## config.mk

```make
export PLATFORM = sky130hd
export DESIGN_NAME = host_irq_wakeup_logic
export DESIGN_NICKNAME = d
export VERILOG_FILES = /design/src/irq_wake_pkg.sv /design/src/pin_sync.sv /design/src/sts_cell.sv /design/src/host_irq_wakeup_logic.sv
export SDC_FILE = /design/constraint.sdc
export NUM_CORES = 1
export LEC_CHECK = 0
export ABC_CLOCK_PERIOD_IN_PS = 1200
export BUFFER_PORTS_ARGS = -buffer_cell sky130_fd_sc_hd__buf_2
export CAP_MARGIN = 20
export CORE_AREA = 2 2 124 90
export DETAILED_ROUTE_END_ITERATION = 6
export DIE_AREA = 0 0 126 92
export GPL_TIMING_DRIVEN = 1
export PLACE_DENSITY_LB_ADDON = 0.05
export SLEW_MARGIN = 20
export SYNTH_ARGS = -nofsm -noshare
export SYNTH_HDL_FRONTEND = slang
export SYNTH_HIERARCHICAL = 1
export SYNTH_SLANG_ARGS = --single-unit
```

## constraint.sdc

```tcl
create_clock -name clk -period 1.2 [get_ports clk]
set_input_delay 0.06 -clock clk [delete_from_list [all_inputs] [get_ports clk]]
set_output_delay 0.06 -clock clk [all_outputs]
set_load 0.05 [all_outputs]
```

## src/irq_wake_pkg.sv

```systemverilog
// Purpose: Shared constants and types for the interrupt and wakeup logic
// Assumes: One 20 MHz system clock; card clock arrives as a sampled pin
// Notes: Bit positions of the normal status vector are fixed here only
package irq_wake_pkg;
  // Vector widths
  localparam int NORM_W = 9;
  localparam int ERR_W = 10;
  localparam int WAKE_W = 3;
  localparam int DATA_W = 32;
  // Normal status bit positions
  localparam int CMD_DONE_BIT = 0;
  localparam int XFER_DONE_BIT = 1;
  localparam int BLK_GAP_BIT = 2;
  localparam int DMA_BIT = 3;
  localparam int BUF_WR_BIT = 4;
  localparam int BUF_RD_BIT = 5;
  localparam int INSERT_BIT = 6;
  localparam int REMOVE_BIT = 7;
  localparam int CARD_INT_BIT = 8;
  // Wakeup enable bit positions
  localparam int WAKE_CARD_INT = 0;
  localparam int WAKE_INSERT = 1;
  localparam int WAKE_REMOVE = 2;
  // Reset values
  localparam logic STS_RST = 1'h0;
  localparam logic LEVEL_RST = 1'h0;
  // Pin levels
  localparam logic DAT0_BUSY_LVL = 1'h0;
  localparam logic CARD_INT_ACT_LVL = 1'h0;

  typedef logic [NORM_W-1:0] norm_vec_t;
  typedef logic [ERR_W-1:0] err_vec_t;
  typedef logic [WAKE_W-1:0] wake_vec_t;
  typedef logic [DATA_W-1:0] data_t;

  localparam data_t DATA_RST = 32'h0000_0000;

  // Transfer completion tracker
  typedef enum logic [1:0] {XF_IDLE, XF_READ, XF_WR_DATA, XF_WR_BUSY} xfer_state_t;
endpackage

```

## src/pin_sync.sv

```systemverilog
// Purpose: Two-stage synchroniser for pins from outside the clock domain
// Assumes: Inputs are levels, held long enough to be seen
// Notes: First stage feeds only the second stage
`timescale 1ns/1ns
`default_nettype none
module pin_sync #(
  parameter int W = 1,
  parameter logic [W-1:0] RST_VAL = '0
) (
  input wire logic clk,
  input wire logic rst_n,
  input wire logic [W-1:0] pin_in,
  output logic [W-1:0] pin_sync_out
);
  import irq_wake_pkg::*;

  typedef struct packed {
    logic [W-1:0] meta;
    logic [W-1:0] stable;
  } sync_state_t;

  sync_state_t st_q;
  sync_state_t st_d;

  // Shift the pin through two stages
  always_comb
  begin
    st_d = st_q;
    st_d.meta = pin_in;
    st_d.stable = st_q.meta;
  end

  // Reset to the pin's idle level, so no false event follows reset
  always_ff @(posedge clk or negedge rst_n)
  begin
    if (!rst_n)
      st_q <= '{meta: RST_VAL, stable: RST_VAL};
    else
      st_q <= st_d;
  end

  assign pin_sync_out = st_q.stable;
endmodule
`default_nettype wire

```

## src/sts_cell.sv

```systemverilog
// Purpose: One latched interrupt status bit with enable and clear
// Assumes: Event, clear and enable come from the system clock domain
// Notes: FOLLOW selects level-following mode for the card interrupt
`timescale 1ns/1ns
`default_nettype none
module sts_cell #(
  parameter bit FOLLOW = 1'b0
) (
  input wire logic clk,
  input wire logic rst_n,
  input wire logic sts_en,
  input wire logic evt,
  input wire logic clr,
  output logic sts
);
  import irq_wake_pkg::*;

  typedef struct packed {
    logic bit_set;
  } cell_state_t;

  cell_state_t st_q;
  cell_state_t st_d;

  // Masked bit reads zero; event beats a same-cycle clear
  always_comb
  begin
    st_d = st_q;
    if (!sts_en)
      st_d.bit_set = STS_RST;
    else if (FOLLOW)
      st_d.bit_set = evt;
    else
      st_d.bit_set = evt | (st_q.bit_set & ~clr);
  end

  always_ff @(posedge clk or negedge rst_n)
  begin
    if (!rst_n)
      st_q <= '{bit_set: STS_RST};
    else
      st_q <= st_d;
  end

  assign sts = st_q.bit_set;

  property p_mask_zero;
    @(posedge clk) disable iff (!rst_n) !sts_en |=> !sts;
  endproperty
  a_mask_zero: assert property (p_mask_zero) else $error("masked status bit set");

  property p_set_wins;
    @(posedge clk) disable iff (!rst_n) (sts_en && evt && clr && !FOLLOW) |=> sts;
  endproperty
  a_set_wins: assert property (p_set_wins) else $error("event lost to clear");

  property p_w1c;
    @(posedge clk) disable iff (!rst_n)
      (sts_en && sts && clr && !evt && !FOLLOW) |=> !sts;
  endproperty
  a_w1c: assert property (p_w1c) else $error("write-one did not clear");
endmodule
`default_nettype wire

```

## src/host_irq_wakeup_logic.sv

```systemverilog
// Purpose: Interrupt, wakeup and slot summary logic of a card host controller
// Assumes: Register strobes and event pulses are on clk; card pins are not
// Notes: Card clock is sampled, so card-side actions lag register writes
`timescale 1ns/1ns
`default_nettype none

// Notes on behaviour
// - Status latches only while its enable is set
// - Clearing status enable also clears status
// - Interrupt when any enabled status is signalled
// - Write one clears status, except card interrupt
// - Card interrupt status follows the card line
// - Separate wakeup enables for three card events
// - Wakeup needs enable, wakeup enable, status
// - Wakeup cause readable in normal status bits
// - Slot summary is interrupt OR wakeup
// - Output polarity chosen by parameter
// - Status held and presented on system clock
// - Card launch controls synchronised to card clock
// - Data words cross via holding buffer
// - Transfer complete raised for DMA and non-DMA
// - Read completes after data available to host
// - Write completes after data sent, busy over; a busy not yet showing by then is not waited for
module host_irq_wakeup_logic #(
  parameter bit IRQ_HIGH = 1'b1,
  parameter bit WAKE_HIGH = 1'b1
) (
  input wire logic clk,
  input wire logic rst_n,
  input wire irq_wake_pkg::norm_vec_t norm_sts_en,
  input wire irq_wake_pkg::norm_vec_t norm_sig_en,
  input wire irq_wake_pkg::err_vec_t err_sts_en,
  input wire irq_wake_pkg::err_vec_t err_sig_en,
  input wire irq_wake_pkg::wake_vec_t wake_en,
  input wire irq_wake_pkg::norm_vec_t norm_clr,
  input wire irq_wake_pkg::err_vec_t err_clr,
  input wire irq_wake_pkg::norm_vec_t norm_evt,
  input wire irq_wake_pkg::err_vec_t err_evt,
  input wire logic card_int_n,
  input wire logic card_bus_clk,
  input wire logic card_dat0,
  input wire logic xfer_start,
  input wire logic xfer_read,
  input wire logic rd_data_avail,
  input wire logic wr_last_sent,
  input wire logic cmd_launch,
  input wire irq_wake_pkg::data_t sys_data,
  input wire logic sys_data_valid,
  output logic sys_data_ready,
  output irq_wake_pkg::data_t card_data,
  output logic card_data_valid,
  output logic card_launch,
  output irq_wake_pkg::norm_vec_t norm_sts,
  output irq_wake_pkg::err_vec_t err_sts,
  output logic xfer_busy,
  output logic irq_out,
  output logic wake_out,
  output logic slot_summary
);
  import irq_wake_pkg::*;

  ////////////////////////////////////////////////////////////////////////////
  // Pin synchronisers

  logic [2:0] pins_raw;
  logic [2:0] pins_s;
  logic card_clk_s;
  logic card_int_act;
  logic card_busy;

  assign pins_raw = {card_bus_clk, card_int_n, card_dat0};

  // Every card-side pin takes two stages before use; stages start idle
  pin_sync #(
    .W(3),
    .RST_VAL({LEVEL_RST, ~CARD_INT_ACT_LVL, ~DAT0_BUSY_LVL})
  ) u_pin_sync (
    .clk(clk),
    .rst_n(rst_n),
    .pin_in(pins_raw),
    .pin_sync_out(pins_s)
  );

  assign card_clk_s = pins_s[2];
  assign card_int_act = (pins_s[1] == CARD_INT_ACT_LVL);
  assign card_busy = (pins_s[0] == DAT0_BUSY_LVL);

  ////////////////////////////////////////////////////////////////////////////
  // State

  typedef struct packed {
    xfer_state_t xf;
    logic busy;
    logic xfer_done;
    logic cclk_prev;
    logic launch_pend;
    logic launch;
    data_t hold;
    logic hold_full;
    logic rdy;
    data_t cdata;
    logic cvalid;
    logic irq;
    logic wake;
    logic slot;
  } top_state_t;

  // Outputs reset to their deasserted level for the chosen polarity
  localparam top_state_t RST_STATE = '{
    xf: XF_IDLE,
    busy: LEVEL_RST,
    xfer_done: LEVEL_RST,
    cclk_prev: LEVEL_RST,
    launch_pend: LEVEL_RST,
    launch: LEVEL_RST,
    hold: DATA_RST,
    hold_full: LEVEL_RST,
    rdy: LEVEL_RST,
    cdata: DATA_RST,
    cvalid: LEVEL_RST,
    irq: ~IRQ_HIGH,
    wake: ~WAKE_HIGH,
    slot: ~IRQ_HIGH
  };

  top_state_t st_q;
  top_state_t st_d;

  ////////////////////////////////////////////////////////////////////////////
  // Status bits

  norm_vec_t norm_in;
  wake_vec_t wake_src;
  logic cclk_rise;
  logic irq_any;
  logic wake_any;

  // Completion and card line replace the raw event inputs at their bits
  always_comb
  begin
    norm_in = norm_evt;
    norm_in[XFER_DONE_BIT] = st_q.xfer_done;
    norm_in[CARD_INT_BIT] = card_int_act;
  end

  // One cell per normal bit; card interrupt is level-following
  genvar gi;
  generate
    for (gi = 0; gi < NORM_W; gi++)
    begin : g_norm
      sts_cell #(
        .FOLLOW(gi == CARD_INT_BIT)
      ) u_cell (
        .clk(clk),
        .rst_n(rst_n),
        .sts_en(norm_sts_en[gi]),
        .evt(norm_in[gi]),
        .clr(norm_clr[gi]),
        .sts(norm_sts[gi])
      );
    end
    for (gi = 0; gi < ERR_W; gi++)
    begin : g_err
      sts_cell #(
        .FOLLOW(1'b0)
      ) u_cell (
        .clk(clk),
        .rst_n(rst_n),
        .sts_en(err_sts_en[gi]),
        .evt(err_evt[gi]),
        .clr(err_clr[gi]),
        .sts(err_sts[gi])
      );
    end
  endgenerate

  // Wakeup sources, each with its own enable
  assign wake_src = {norm_sts[REMOVE_BIT], norm_sts[INSERT_BIT], norm_sts[CARD_INT_BIT]};
  assign irq_any = |(norm_sts & norm_sig_en) | |(err_sts & err_sig_en);
  assign wake_any = |(wake_src & wake_en);
  assign cclk_rise = card_clk_s & ~st_q.cclk_prev;

  ////////////////////////////////////////////////////////////////////////////
  // Next state

  always_comb
  begin
    st_d = st_q;
    st_d.cclk_prev = card_clk_s;
    st_d.xfer_done = 1'b0;
    st_d.launch = 1'b0;
    st_d.cvalid = 1'b0;

    // Polarity is applied before the output flop
    st_d.irq = irq_any ? IRQ_HIGH : ~IRQ_HIGH;
    st_d.wake = wake_any ? WAKE_HIGH : ~WAKE_HIGH;
    st_d.slot = (irq_any | wake_any) ? IRQ_HIGH : ~IRQ_HIGH;

    // Launch request waits for the next card clock edge
    if (cmd_launch)
      st_d.launch_pend = 1'b1;
    if (cclk_rise && (st_q.launch_pend || cmd_launch))
    begin
      st_d.launch = 1'b1;
      st_d.launch_pend = 1'b0;
    end

    // One-word holding buffer, drained on card clock edges
    if (sys_data_valid && st_q.rdy)
    begin
      st_d.hold = sys_data;
      st_d.hold_full = 1'b1;
    end
    if (cclk_rise && st_q.hold_full)
    begin
      st_d.cdata = st_q.hold;
      st_d.cvalid = 1'b1;
      st_d.hold_full = 1'b0;
    end
    st_d.rdy = ~st_d.hold_full;

    // Completion timing differs between reads and writes
    unique case (st_q.xf)
      XF_IDLE:
      begin
        if (xfer_start)
          st_d.xf = xfer_read ? XF_READ : XF_WR_DATA;
      end
      XF_READ:
      begin
        if (rd_data_avail)
        begin
          st_d.xfer_done = 1'b1;
          st_d.xf = XF_IDLE;
        end
      end
      XF_WR_DATA:
      begin
        if (wr_last_sent)
          st_d.xf = XF_WR_BUSY;
      end
      XF_WR_BUSY:
      begin
        // Busy must already be showing; a late busy start is not waited for
        if (!card_busy)
        begin
          st_d.xfer_done = 1'b1;
          st_d.xf = XF_IDLE;
        end
      end
    endcase
    st_d.busy = (st_d.xf != XF_IDLE); // Flop copy keeps the output registered
  end

  always_ff @(posedge clk or negedge rst_n)
  begin
    if (!rst_n)
      st_q <= RST_STATE;
    else
      st_q <= st_d;
  end

  ////////////////////////////////////////////////////////////////////////////
  // Outputs

  assign sys_data_ready = st_q.rdy;
  assign card_data = st_q.cdata;
  assign card_data_valid = st_q.cvalid;
  assign card_launch = st_q.launch;
  assign xfer_busy = st_q.busy;
  assign irq_out = st_q.irq;
  assign wake_out = st_q.wake;
  assign slot_summary = st_q.slot;

  ////////////////////////////////////////////////////////////////////////////
  // Checks

  property p_irq_map;
    @(posedge clk) disable iff (!rst_n)
      1'b1 |=> ((irq_out == IRQ_HIGH) == $past(irq_any));
  endproperty
  a_irq_map: assert property (p_irq_map) else $error("interrupt output mismatch");

  property p_wake_map;
    @(posedge clk) disable iff (!rst_n)
      1'b1 |=> ((wake_out == WAKE_HIGH) == $past(|(wake_src & wake_en)));
  endproperty
  a_wake_map: assert property (p_wake_map) else $error("wakeup output mismatch");

  property p_slot_or;
    @(posedge clk) disable iff (!rst_n)
      (slot_summary == IRQ_HIGH) == ((irq_out == IRQ_HIGH) || (wake_out == WAKE_HIGH));
  endproperty
  a_slot_or: assert property (p_slot_or) else $error("slot summary not OR");

  property p_launch_edge;
    @(posedge clk) disable iff (!rst_n)
      card_launch |-> $past(cclk_rise);
  endproperty
  a_launch_edge: assert property (p_launch_edge) else $error("launch off card edge");

  property p_wr_done;
    @(posedge clk) disable iff (!rst_n)
      (st_q.xf == XF_WR_BUSY && card_busy) |=> !st_q.xfer_done;
  endproperty
  a_wr_done: assert property (p_wr_done) else $error("write done while busy");

  property p_rd_done;
    @(posedge clk) disable iff (!rst_n)
      (st_q.xf == XF_READ && !rd_data_avail) |=> !st_q.xfer_done;
  endproperty
  a_rd_done: assert property (p_rd_done) else $error("read done early");

  property p_done_sets;
    @(posedge clk) disable iff (!rst_n)
      (st_q.xfer_done && norm_sts_en[XFER_DONE_BIT]) |=> norm_sts[XFER_DONE_BIT];
  endproperty
  a_done_sets: assert property (p_done_sets) else $error("complete not latched");

  property p_card_follow;
    @(posedge clk) disable iff (!rst_n)
      norm_sts_en[CARD_INT_BIT] |=> (norm_sts[CARD_INT_BIT] == $past(card_int_act));
  endproperty
  a_card_follow: assert property (p_card_follow) else $error("card status not following");

  property p_buf_xfer;
    @(posedge clk) disable iff (!rst_n)
      (cclk_rise && st_q.hold_full) |=> (card_data_valid && card_data == $past(st_q.hold));
  endproperty
  a_buf_xfer: assert property (p_buf_xfer) else $error("buffered word lost");

  property p_launch_once;
    @(posedge clk) disable iff (!rst_n)
      card_launch |=> !card_launch;
  endproperty
  a_launch_once: assert property (p_launch_once) else $error("launch pulse too long");

  property p_ready_held;
    @(posedge clk) disable iff (!rst_n)
      (sys_data_valid && sys_data_ready) |=> !sys_data_ready;
  endproperty
  a_ready_held: assert property (p_ready_held) else $error("ready while word held");
endmodule
`default_nettype wire

```

==> flow_summary.yaml, run 1 <==
status:
  status: "finished with violations"
  violations: "setup timing"
clocking:
  cts_root_buf: "clkbuf_16"
  clockBufferDepth: 2
  cts.sinks: 102
  cts_buffers: 9
  cts_tree: "built"
  path_clk_slew_ns: 0.06
  h-tree-depth: 3
  insertion_delay_ns: 0.34
finish:
  final.fill_count: 808
  nets: 652
  mostFrequentLayoutCell: "buf_2"
  diodes: 0
  drive_above_1_share: 0.591
  final_cell_mix: "175 x buf_2, 91 x dfrtp_1, 77 x dlygate4sd3_1"
  fin_cells: 671
  syn_to_final_growth_pct: 51.9
yosys:
  syn_avg_cell_area_um2: 15.6
  yosysWarnings: 6
  seq_area_frac_synth: 0.589
  syn_nets: 401
  ys_types: 26
  synth_seq_cells: 102
  synth_cells: 279
  syn_area_um2: 4340
global_route:
  grt_pass1_wl_mm: 15.9
  grt.total_usage: 0.176
  grt_overflow_total: 0
  first_global_vias: 3051
  antenna_found_initial: 0
  grt_max_degree: 35
route:
  drc_errors: 0
  wl_per_cell_um: 15.0
  ant_nets: 0
  finalWirelength_mm: 10.0
  first_pass_iters: 6
  drt-initial-drc-count: 111
  vias_per_cell: 4.43
  num_vias: 2970
sta:
  relSlewSlack: 0.668
  fmax_mhz: 794
  period_minus_slack_ns: 1.26
  fin_crit_sh: 1.05
  setup_viol: 39
  fin_worst_skew_ns: 0.00704
  tightest_slew_ns: 0.499
  hold_viol: 0
  grt_setup_unrepaired: "true"
  maxSlewViolCount: 0
  finalWorstSetupSlack_ns: -0.0602
floorplanning:
  die_w_um: 126
  ioPinCount: 180
  dieHeight_um: 92
  num_rows: 32
  core_area_um2: 10600
  start_util: 0.411
  die_area_um2: 11600
flow_run:
  maxCapViolCount: 0
critical_path:
  critPathLaunchType: "flip-flop"
  critical_path.max_stage_delay_ns: 0.40
  crit_slowest_cell: "dfrtp_1"
  arrival_ns: 1.48
  reg2reg_to: "card_data[4]$_DFFE_PN0P_"
  r2r_slack_ns: -0.06
  crit_chain: "nor2b_4 > nand2_4 > buf_12 > mux2_4"
  required_ns: 1.42
  rr_startpoint: "st_q[72]$_DFF_PN0_"
  end_kind: "flip-flop"
  rr_worst_depth: 4
  path_class: "flip-flop to flip-flop"
  crit_fanout: 11
worst_hold_path:
  hold_path.class: "primary input to flip-flop"
  hp-start: "xfer_start"
  hold_end: "st_q[75]$_DFF_PN0_"
  whs_path_depth: 3
placement:
  place_congestion: 0.800
  dp_hpwl_mm: 7.02
  pre_cts_ws_ns: -0.0893
  dp_cells: 572
  portBuffers: 176
pwr:
  vdd_ir_drop_max_uv: 1430
  leakagePower_nw: 3.33
  powerDensity_nw_per_um2: 2210
  power_mw: 14.6
-- Yosys cell counts --
cell	instances	share of area
a21oi_1	3	0.0035
a221oi_1	2	0.0040
a222oi_1	1	0.0023
a22o_1	2	0.0040
a22oi_1	5	0.0086
and2_1	2	0.0029
and3_1	3	0.0043
buf_4	32	0.055
buf_6	7	0.018
dfrtp_1	98	0.56
dfstp_2	4	0.024
inv_1	5	0.0043
mux2_2	33	0.086
mux2_4	31	0.11
mux2i_1	1	0.0023
nand2_1	2	0.0017
nand2_4	1	0.0026
nand3_1	3	0.0035
nor2_1	2	0.0017
nor2b_1	1	0.0014
nor2b_2	1	0.0020
nor2b_4	19	0.060
o21a_1	18	0.031
o21ai_1	1	0.0012
o22ai_1	1	0.0014
or2_1	1	0.0014
-- area by class of cell --
| type | instances | area (um^2) | area share |
|---|---|---|---|
| multi-input cells | 133 | 1590 | 0.241 |
| clock inverters | 4 | 23.8 | 0.00360 |
| well taps | 136 | 170 | 0.0258 |
| inverters | 5 | 18.8 | 0.00285 |
| clock buffers | 12 | 236 | 0.0358 |
| repair buffers | 279 | 1990 | 0.302 |
| flip-flops and latches | 102 | 2570 | 0.389 |
-- sequential cells by signal, summed over array words and instances, names as in the netlist --
register and cells:
st_q 37, card_data 32, g_err.u_cell/sts 10, g_norm.u_cell/sts 9, u_pin_sync/pin_sync_out 3, u_pin_sync/st_d 3
card_data_valid 1, card_launch 1, irq_out 1, norm_in 1, slot_summary 1, sys_data_ready 1
wake_out 1, xfer_busy 1
-- per-layer routing --
metal / share of wire / GRT usage / routed length [um] / vias up
li1: - / - / - / 1430
met1: 0.43 / 0.226 / 4280 / 1424
met2: 0.48 / 0.280 / 4840 / 108
met3: 0.081 / 0.0677 / 816 / 8
met4: 0.010 / 0.0513 / 102 / 0
met5: 0 / 0 / 0 / -
-- report_power, final --
part | internal, mW | switching (mW)
combinational | 2.94 | 3.56
clock | 1.40 | 1.19
sequential | 4.74 | 0.768
-- kinds of logic after synthesis --
kind of cell / synth area share
AOI/OAI and AO/OA: 0.0562
buffers and inverters: 0.0778
DFF: 0.589
muxes: 0.195
and+or+nand+nor: 0.0818
-- critical path: cells and delay by family, from the launching register on --
family	cells	cell delay (ns)
buffers and inverters	1	0.18
flip-flops	1	0.40
multiplexers	1	0.29
AND/OR/NAND/NOR	2	0.27
-- per-stage QoR --
stage          utilization  hold slack [ns]  cell area, um^2  TNS [ns]
6_report             0.624           0.0243             6600     -1.42
5_1_grt              0.624           0.0162             6600     -3.49
4_1_cts              0.614          0.00612             6490     -1.96
3_5_place_dp         0.515           0.0608             5440     -2.08
3_3_place_gp         0.515           0.0607             5440     -1.33
2_1_floorplan            -           -0.236             4470     -5.33
-- how the worst max path moves through the flow --
stage                                    startpoint                       end  cells after the start
2_1_floorplan              sys_data_ready$_DFF_PN0_      st_q[42]$_DFFE_PN0P_                      4
3_3_place_gp   u_pin_sync/pin_sync_out[2]$_DFF_PN0_  card_data[0]$_DFFE_PN0P_                      4
3_5_place_dp         g_norm[0].u_cell/sts$_DFF_PN0_         irq_out$_DFF_PN0_                      4
4_1_cts        u_pin_sync/pin_sync_out[2]$_DFF_PN0_  card_data[4]$_DFFE_PN0P_                      4
5_1_grt                          st_q[72]$_DFF_PN0_  card_data[6]$_DFFE_PN0P_                      4
6_report                         st_q[72]$_DFF_PN0_  card_data[4]$_DFFE_PN0P_                      4
-- timing repair --
| action | CTS | global route |
|---|---|---|
| endpoints found under the hold margin | 84 | 0 |
| resized for setup | 2 | 9 |
| pin swaps | 5 | 3 |
| endpoints found under the setup margin | 31 | 51 |
| gates cloned | 0 | 2 |
| setup buffers | 1 | 3 |
| hold buffers | 77 | 0 |
(Power assumes the default switching activity.)
==> run 2: changes to the inputs <==
--- a/config.mk
+++ b/config.mk
@@ -13,6 +13,7 @@
 export DIE_AREA = 0 0 126 92
 export GPL_TIMING_DRIVEN = 1
 export PLACE_DENSITY_LB_ADDON = 0.05
+export SETUP_SLACK_MARGIN = 0.02
 export SLEW_MARGIN = 20
 export SYNTH_ARGS = -nofsm -noshare
 export SYNTH_HDL_FRONTEND = slang
==> run 2 against run 1 <==
The flow still finishes with violations (setup timing). Clock skew barely moved. Global-route usage increased by 0.22 points. Wire length is 1.2% higher. Critical path type unchanged. Critical endpoint is now card_data[13]$_DFFE_PN0P_. Largest power group unchanged.
==> flow_summary.yaml, run 2 (synthesis gave the netlist of run 1 again) <==
global_route:
  grt_overflow_total: 0
  grt.total_usage: 0.179
  grt_pass1_wl_mm: 16.1
  grt_max_degree: 35
  first_global_vias: 3070
  antenna_found_initial: 0
finish:
  drive_above_1_share: 0.592
  final_cell_mix: "174 x buf_2, 91 x dfrtp_1, 77 x dlygate4sd3_1"
  multi_input_area_um2: 1590
  seq_area_um2: 2570
  diodes: 0
  nets: 654
  mostFrequentLayoutCell: "buf_2"
  largest_reg_flops: 37
  regMostFlops: "st_q"
  final.fill_count: 809
  syn_to_final_growth_pct: 52.8
route:
  drc_errors: 0
  vias_per_cell: 4.42
  finalWirelength_mm: 10.2
  ant_nets: 0
  drt-initial-drc-count: 117
  num_vias: 2975
  first_pass_iters: 6
  wl_per_cell_um: 15.1
status:
  status: "finished with violations"
  violations: "setup timing"
sta:
  tightest_slew_ns: 0.496
  maxSlewViolCount: 0
  hold_viol: 0
  setup_viol: 65
  grt_setup_unrepaired: "true"
  fin_crit_sh: 1.05
  fmax_mhz: 792
  fin_worst_skew_ns: 0.00660
  period_minus_slack_ns: 1.26
  relSlewSlack: 0.670
  finalWorstSetupSlack_ns: -0.0629
pwr:
  vdd_ir_drop_max_uv: 1440
  leakagePower_nw: 3.35
  powerDensity_nw_per_um2: 2220
  power_mw: 14.7
critical_path:
  path_class: "flip-flop to flip-flop"
  required_ns: 1.43
  crit_fanout: 11
  end_kind: "flip-flop"
  arrival_ns: 1.49
  critPathLaunchType: "flip-flop"
placement:
  place_congestion: 0.800
  portBuffers: 176
  pre_cts_ws_ns: -0.0893
  dp_hpwl_mm: 7.02
worst_hold_path:
  hold_path.class: "primary input to flip-flop"
clocking:
  clockBufferDepth: 2
  cts_root_buf: "clkbuf_16"
  cts.sinks: 102
  h-tree-depth: 3
  cts_tree: "built"
  path_clk_slew_ns: 0.07
  cts_buffers: 9
  insertion_delay_ns: 0.34
floorplanning:
  start_util: 0.411
  num_rows: 32
  ioPinCount: 180
  die_w_um: 126
  dieHeight_um: 92
  core_area_um2: 10600
  die_area_um2: 11600
flow_run:
  maxCapViolCount: 0
==> run 2: per-stage QoR <==
| step | utilization | setup TNS [ns] | hold WS, ns | cell area, um^2 | instances |
|---|---|---|---|---|---|
| after global placement | 0.515 | -1.33 | 0.0607 | 5440 | 572 |
| after CTS | 0.618 | -1.97 | 0.00612 | 6530 | 667 |
| final | 0.628 | -2.28 | 0.0464 | 6630 | 673 |
| after detailed placement | 0.515 | -2.08 | 0.0608 | 5440 | 572 |
| after floorplan | - | -5.33 | -0.236 | 4470 | 279 |
| after global routing | 0.628 | -4.52 | 0.0404 | 6630 | 673 |
==> run 2: power by group <==
part | switching, mW | total [mW] | internal, mW
combinational | 3.59 | 6.61 | 3.02
sequential | 0.773 | 5.51 | 4.74
clock | 1.19 | 2.59 | 1.40
==> run 2: final timing paths <==
check | startpoint | end | slack, ns | cells past startpoint
max | st_q[72]$_DFF_PN0_ | card_data[13]$_DFFE_PN0P_ | -0.06 | 4
max in group asynchronous | rst_n | st_q[52]$_DFFE_PN0P_ | 0.44 | 3
min | err_clr[2] | g_err[2].u_cell/sts$_DFF_PN0_ | 0.05 | 3
max reg2reg | st_q[72]$_DFF_PN0_ | card_data[13]$_DFFE_PN0P_ | -0.06 | 4
min in group asynchronous | rst_n | g_norm[2].u_cell/sts$_DFF_PN0_ | 0.24 | 2
min reg2reg | u_pin_sync/st_d[2]$_DFF_PN0_ | u_pin_sync/pin_sync_out[2]$_DFF_PN0_ | 0.35 | 0
==> run 2: area by class of cell <==
type                       instances  share of cell area
timing repair buffer             281               0.306
multi-input combinational        133               0.240
clock buffer                      12              0.0356
inverter                           5             0.00283
clock inverter                     4             0.00358
tap                              136              0.0257
sequential                       102               0.387
==> run 2: metal layers <==
layer / wire length [um] / part of all wire / GRT usage
met1: 4310 / 0.42 / 0.228
met2: 4930 / 0.49 / 0.285
met3: 812 / 0.080 / 0.0677
met4: 107 / 0.011 / 0.0513
met5: 0 / 0 / 0
==> run 2: repair_timing <==
item	in CTS	in global routing
hold buffers	77	0
endpoints found under the hold margin	84	0
setup buffers	1	4
resized for setup	7	6
gates cloned	1	2
pin swaps	6	3
endpoints found under the setup margin	49	66
==> run 2: critical path: stages (launching register included) <==
cell and delay, ns:
dfrtp_1 0.40, nor2b_4 0.15, nand2_4 0.12, buf_12 0.18, mux2_4 0.30
==> run 3: changes to the inputs <==
--- a/config.mk
+++ b/config.mk
@@ -12,7 +12,7 @@
 export DETAILED_ROUTE_END_ITERATION = 6
 export DIE_AREA = 0 0 126 92
 export GPL_TIMING_DRIVEN = 1
-export PLACE_DENSITY_LB_ADDON = 0.05
+export PLACE_DENSITY_LB_ADDON = 0.12
 export SETUP_SLACK_MARGIN = 0.02
 export SLEW_MARGIN = 20
 export SYNTH_ARGS = -nofsm -noshare
==> run 3 against run 2 <==
The run still ends with setup timing left. Sequential power barely moved. Critical endpoint is now card_data[30]$_DFFE_PN0P_. Die area did not move. Register-to-register slack improved by 0.03 ns. Via count rose by 1.4%. Global-route usage fell by 0.54 points. Largest power group unchanged. Setup slack improved by 0.026 ns. Hold slack got worse by 0.0080 ns. Fmax rose by 2.1%. Critical path depth did not move. First-iteration DRC count fell by 21%.
==> flow_summary.yaml, run 3 (synthesis gave the netlist of run 1 again) <==
status:
  status: "finished with violations"
  violations: "setup timing"
sta:
  tightest_slew_ns: 0.352
  finalWorstSetupSlack_ns: -0.0366
  grt_setup_unrepaired: "true"
  period_minus_slack_ns: 1.24
  relSlewSlack: 0.765
  fin_worst_skew_ns: 0.00735
  fmax_mhz: 809
  hold_viol: 0
  fin_crit_sh: 1.03
  setup_viol: 33
  maxSlewViolCount: 0
floorplanning:
  num_rows: 32
  die_w_um: 126
  ioPinCount: 180
  dieHeight_um: 92
  core_area_um2: 10600
  die_area_um2: 11600
  start_util: 0.411
global_route:
  grt_max_degree: 46
  grt.total_usage: 0.173
  first_global_vias: 3237
  grt_pass1_wl_mm: 15.7
  antenna_found_initial: 0
  grt_overflow_total: 0
route:
  num_vias: 3017
  finalWirelength_mm: 10.1
  vias_per_cell: 4.51
  drt-initial-drc-count: 92
  first_pass_iters: 5
  ant_nets: 0
  wl_per_cell_um: 15.1
  drc_errors: 0
finish:
  mostFrequentLayoutCell: "buf_2"
  regMostFlops: "st_q"
  diodes: 0
  nets: 650
  syn_to_final_growth_pct: 52.7
  largest_reg_flops: 37
  final_cell_mix: "171 x buf_2, 91 x dfrtp_1, 78 x dlygate4sd3_1"
  fin_area_um2: 6630
  drive_above_1_share: 0.593
pwr:
  powerDensity_nw_per_um2: 2260
  power_mw: 15.0
  leakagePower_nw: 3.33
  vdd_ir_drop_max_uv: 1550
worst_hold_path:
  hold_path.class: "primary input to flip-flop"
placement:
  portBuffers: 176
  pre_cts_ws_ns: -0.115
  dp_hpwl_mm: 6.57
  place_congestion: 0.745
  placed_cell_area_um2: 5390
critical_path:
  crit_buf_inv: 1
  arrival_ns: 1.46
  required_ns: 1.43
  critPathTopFamily: "flip-flops"
  r2r_slack_ns: -0.04
  end_kind: "flip-flop"
  crit_fanout: 15
  crit_slowest_cell: "dfrtp_1"
  critical_path.max_stage_delay_ns: 0.38
  path_class: "flip-flop to flip-flop"
  critPathLaunchType: "flip-flop"
  crit_chain: "nor2b_4 > nand2_4 > buf_12 > mux2_4"
clocking:
  insertion_delay_ns: 0.34
  cts.sinks: 102
  path_clk_slew_ns: 0.07
  clockBufferDepth: 2
  cts_root_buf: "clkbuf_16"
  h-tree-depth: 3
  cts_tree: "built"
  cts_buffers: 9
flow_run:
  maxCapViolCount: 0
==> run 3: final timing paths <==
kind	cells past startpoint	from	to
hold / removal	3	norm_clr[7]	g_norm[7].u_cell/sts$_DFF_PN0_
min in group asynchronous	2	rst_n	card_data[23]$_DFFE_PN0P_
hold reg to reg	0	u_pin_sync/st_d[1]$_DFF_PN1_	u_pin_sync/pin_sync_out[1]$_DFF_PN1_
setup reg to reg	4	u_pin_sync/pin_sync_out[2]$_DFF_PN0_	card_data[30]$_DFFE_PN0P_
max in group asynchronous	3	rst_n	u_pin_sync/pin_sync_out[1]$_DFF_PN1_
setup / recovery	4	u_pin_sync/pin_sync_out[2]$_DFF_PN0_	card_data[30]$_DFFE_PN0P_
==> run 3: metal layers <==
metal / share of wire / track usage
met1: 0.43 / 0.217
met2: 0.49 / 0.286
met3: 0.060 / 0.0560
met4: 0.015 / 0.0559
met5: 0 / 0
==> run 3: through the flow <==
| step | hold WS, ns | util | instances | TNS, ns |
|---|---|---|---|---|
| global route | 0.0231 | 0.627 | 669 | -2.29 |
| floorplan | -0.236 | - | 279 | -5.33 |
| global placement | -0.0612 | 0.510 | 569 | -0.384 |
| finish | 0.0383 | 0.627 | 669 | -0.642 |
| detailed placement | -0.0552 | 0.510 | 569 | -0.722 |
| CTS | 0.0202 | 0.617 | 665 | -0.694 |
==> run 3: worst register-to-register path, cell delays in order (launching register included) <==
cell,delay (ns)
dfrtp_1,0.38
nor2b_4,0.14
nand2_4,0.11
buf_12,0.18
mux2_4,0.32
==> run 3: final cells by class <==
type                            count  area [um^2]
Fill cell                         828         3940
Sequential cell                   102         2570
Timing Repair Buffer              277         1970
Multi-Input combinational cell    133         1590
Clock buffer                       10          239
Tap cell                          136          170
Clock inverter                      6         71.3
Inverter                            5         18.8
==> run 3: report_power, final <==
group | switching [mW] | total, mW | internal, mW
Clock | 1.27 | 2.96 | 1.68
Combinational | 3.56 | 6.52 | 2.95
Sequential | 0.756 | 5.49 | 4.74
Total | 5.59 | 15.0 | 9.37
==> run 3: timing repair <==
item | in CTS | in global routing
setup buffers | 2 | 2
hold buffers | 78 | 0
endpoints found under the hold margin | 156 | 0
gates resized for setup | 4 | 18
gates cloned | 0 | 2
pin swaps | 8 | 2
setup endpoints to repair | 44 | 65
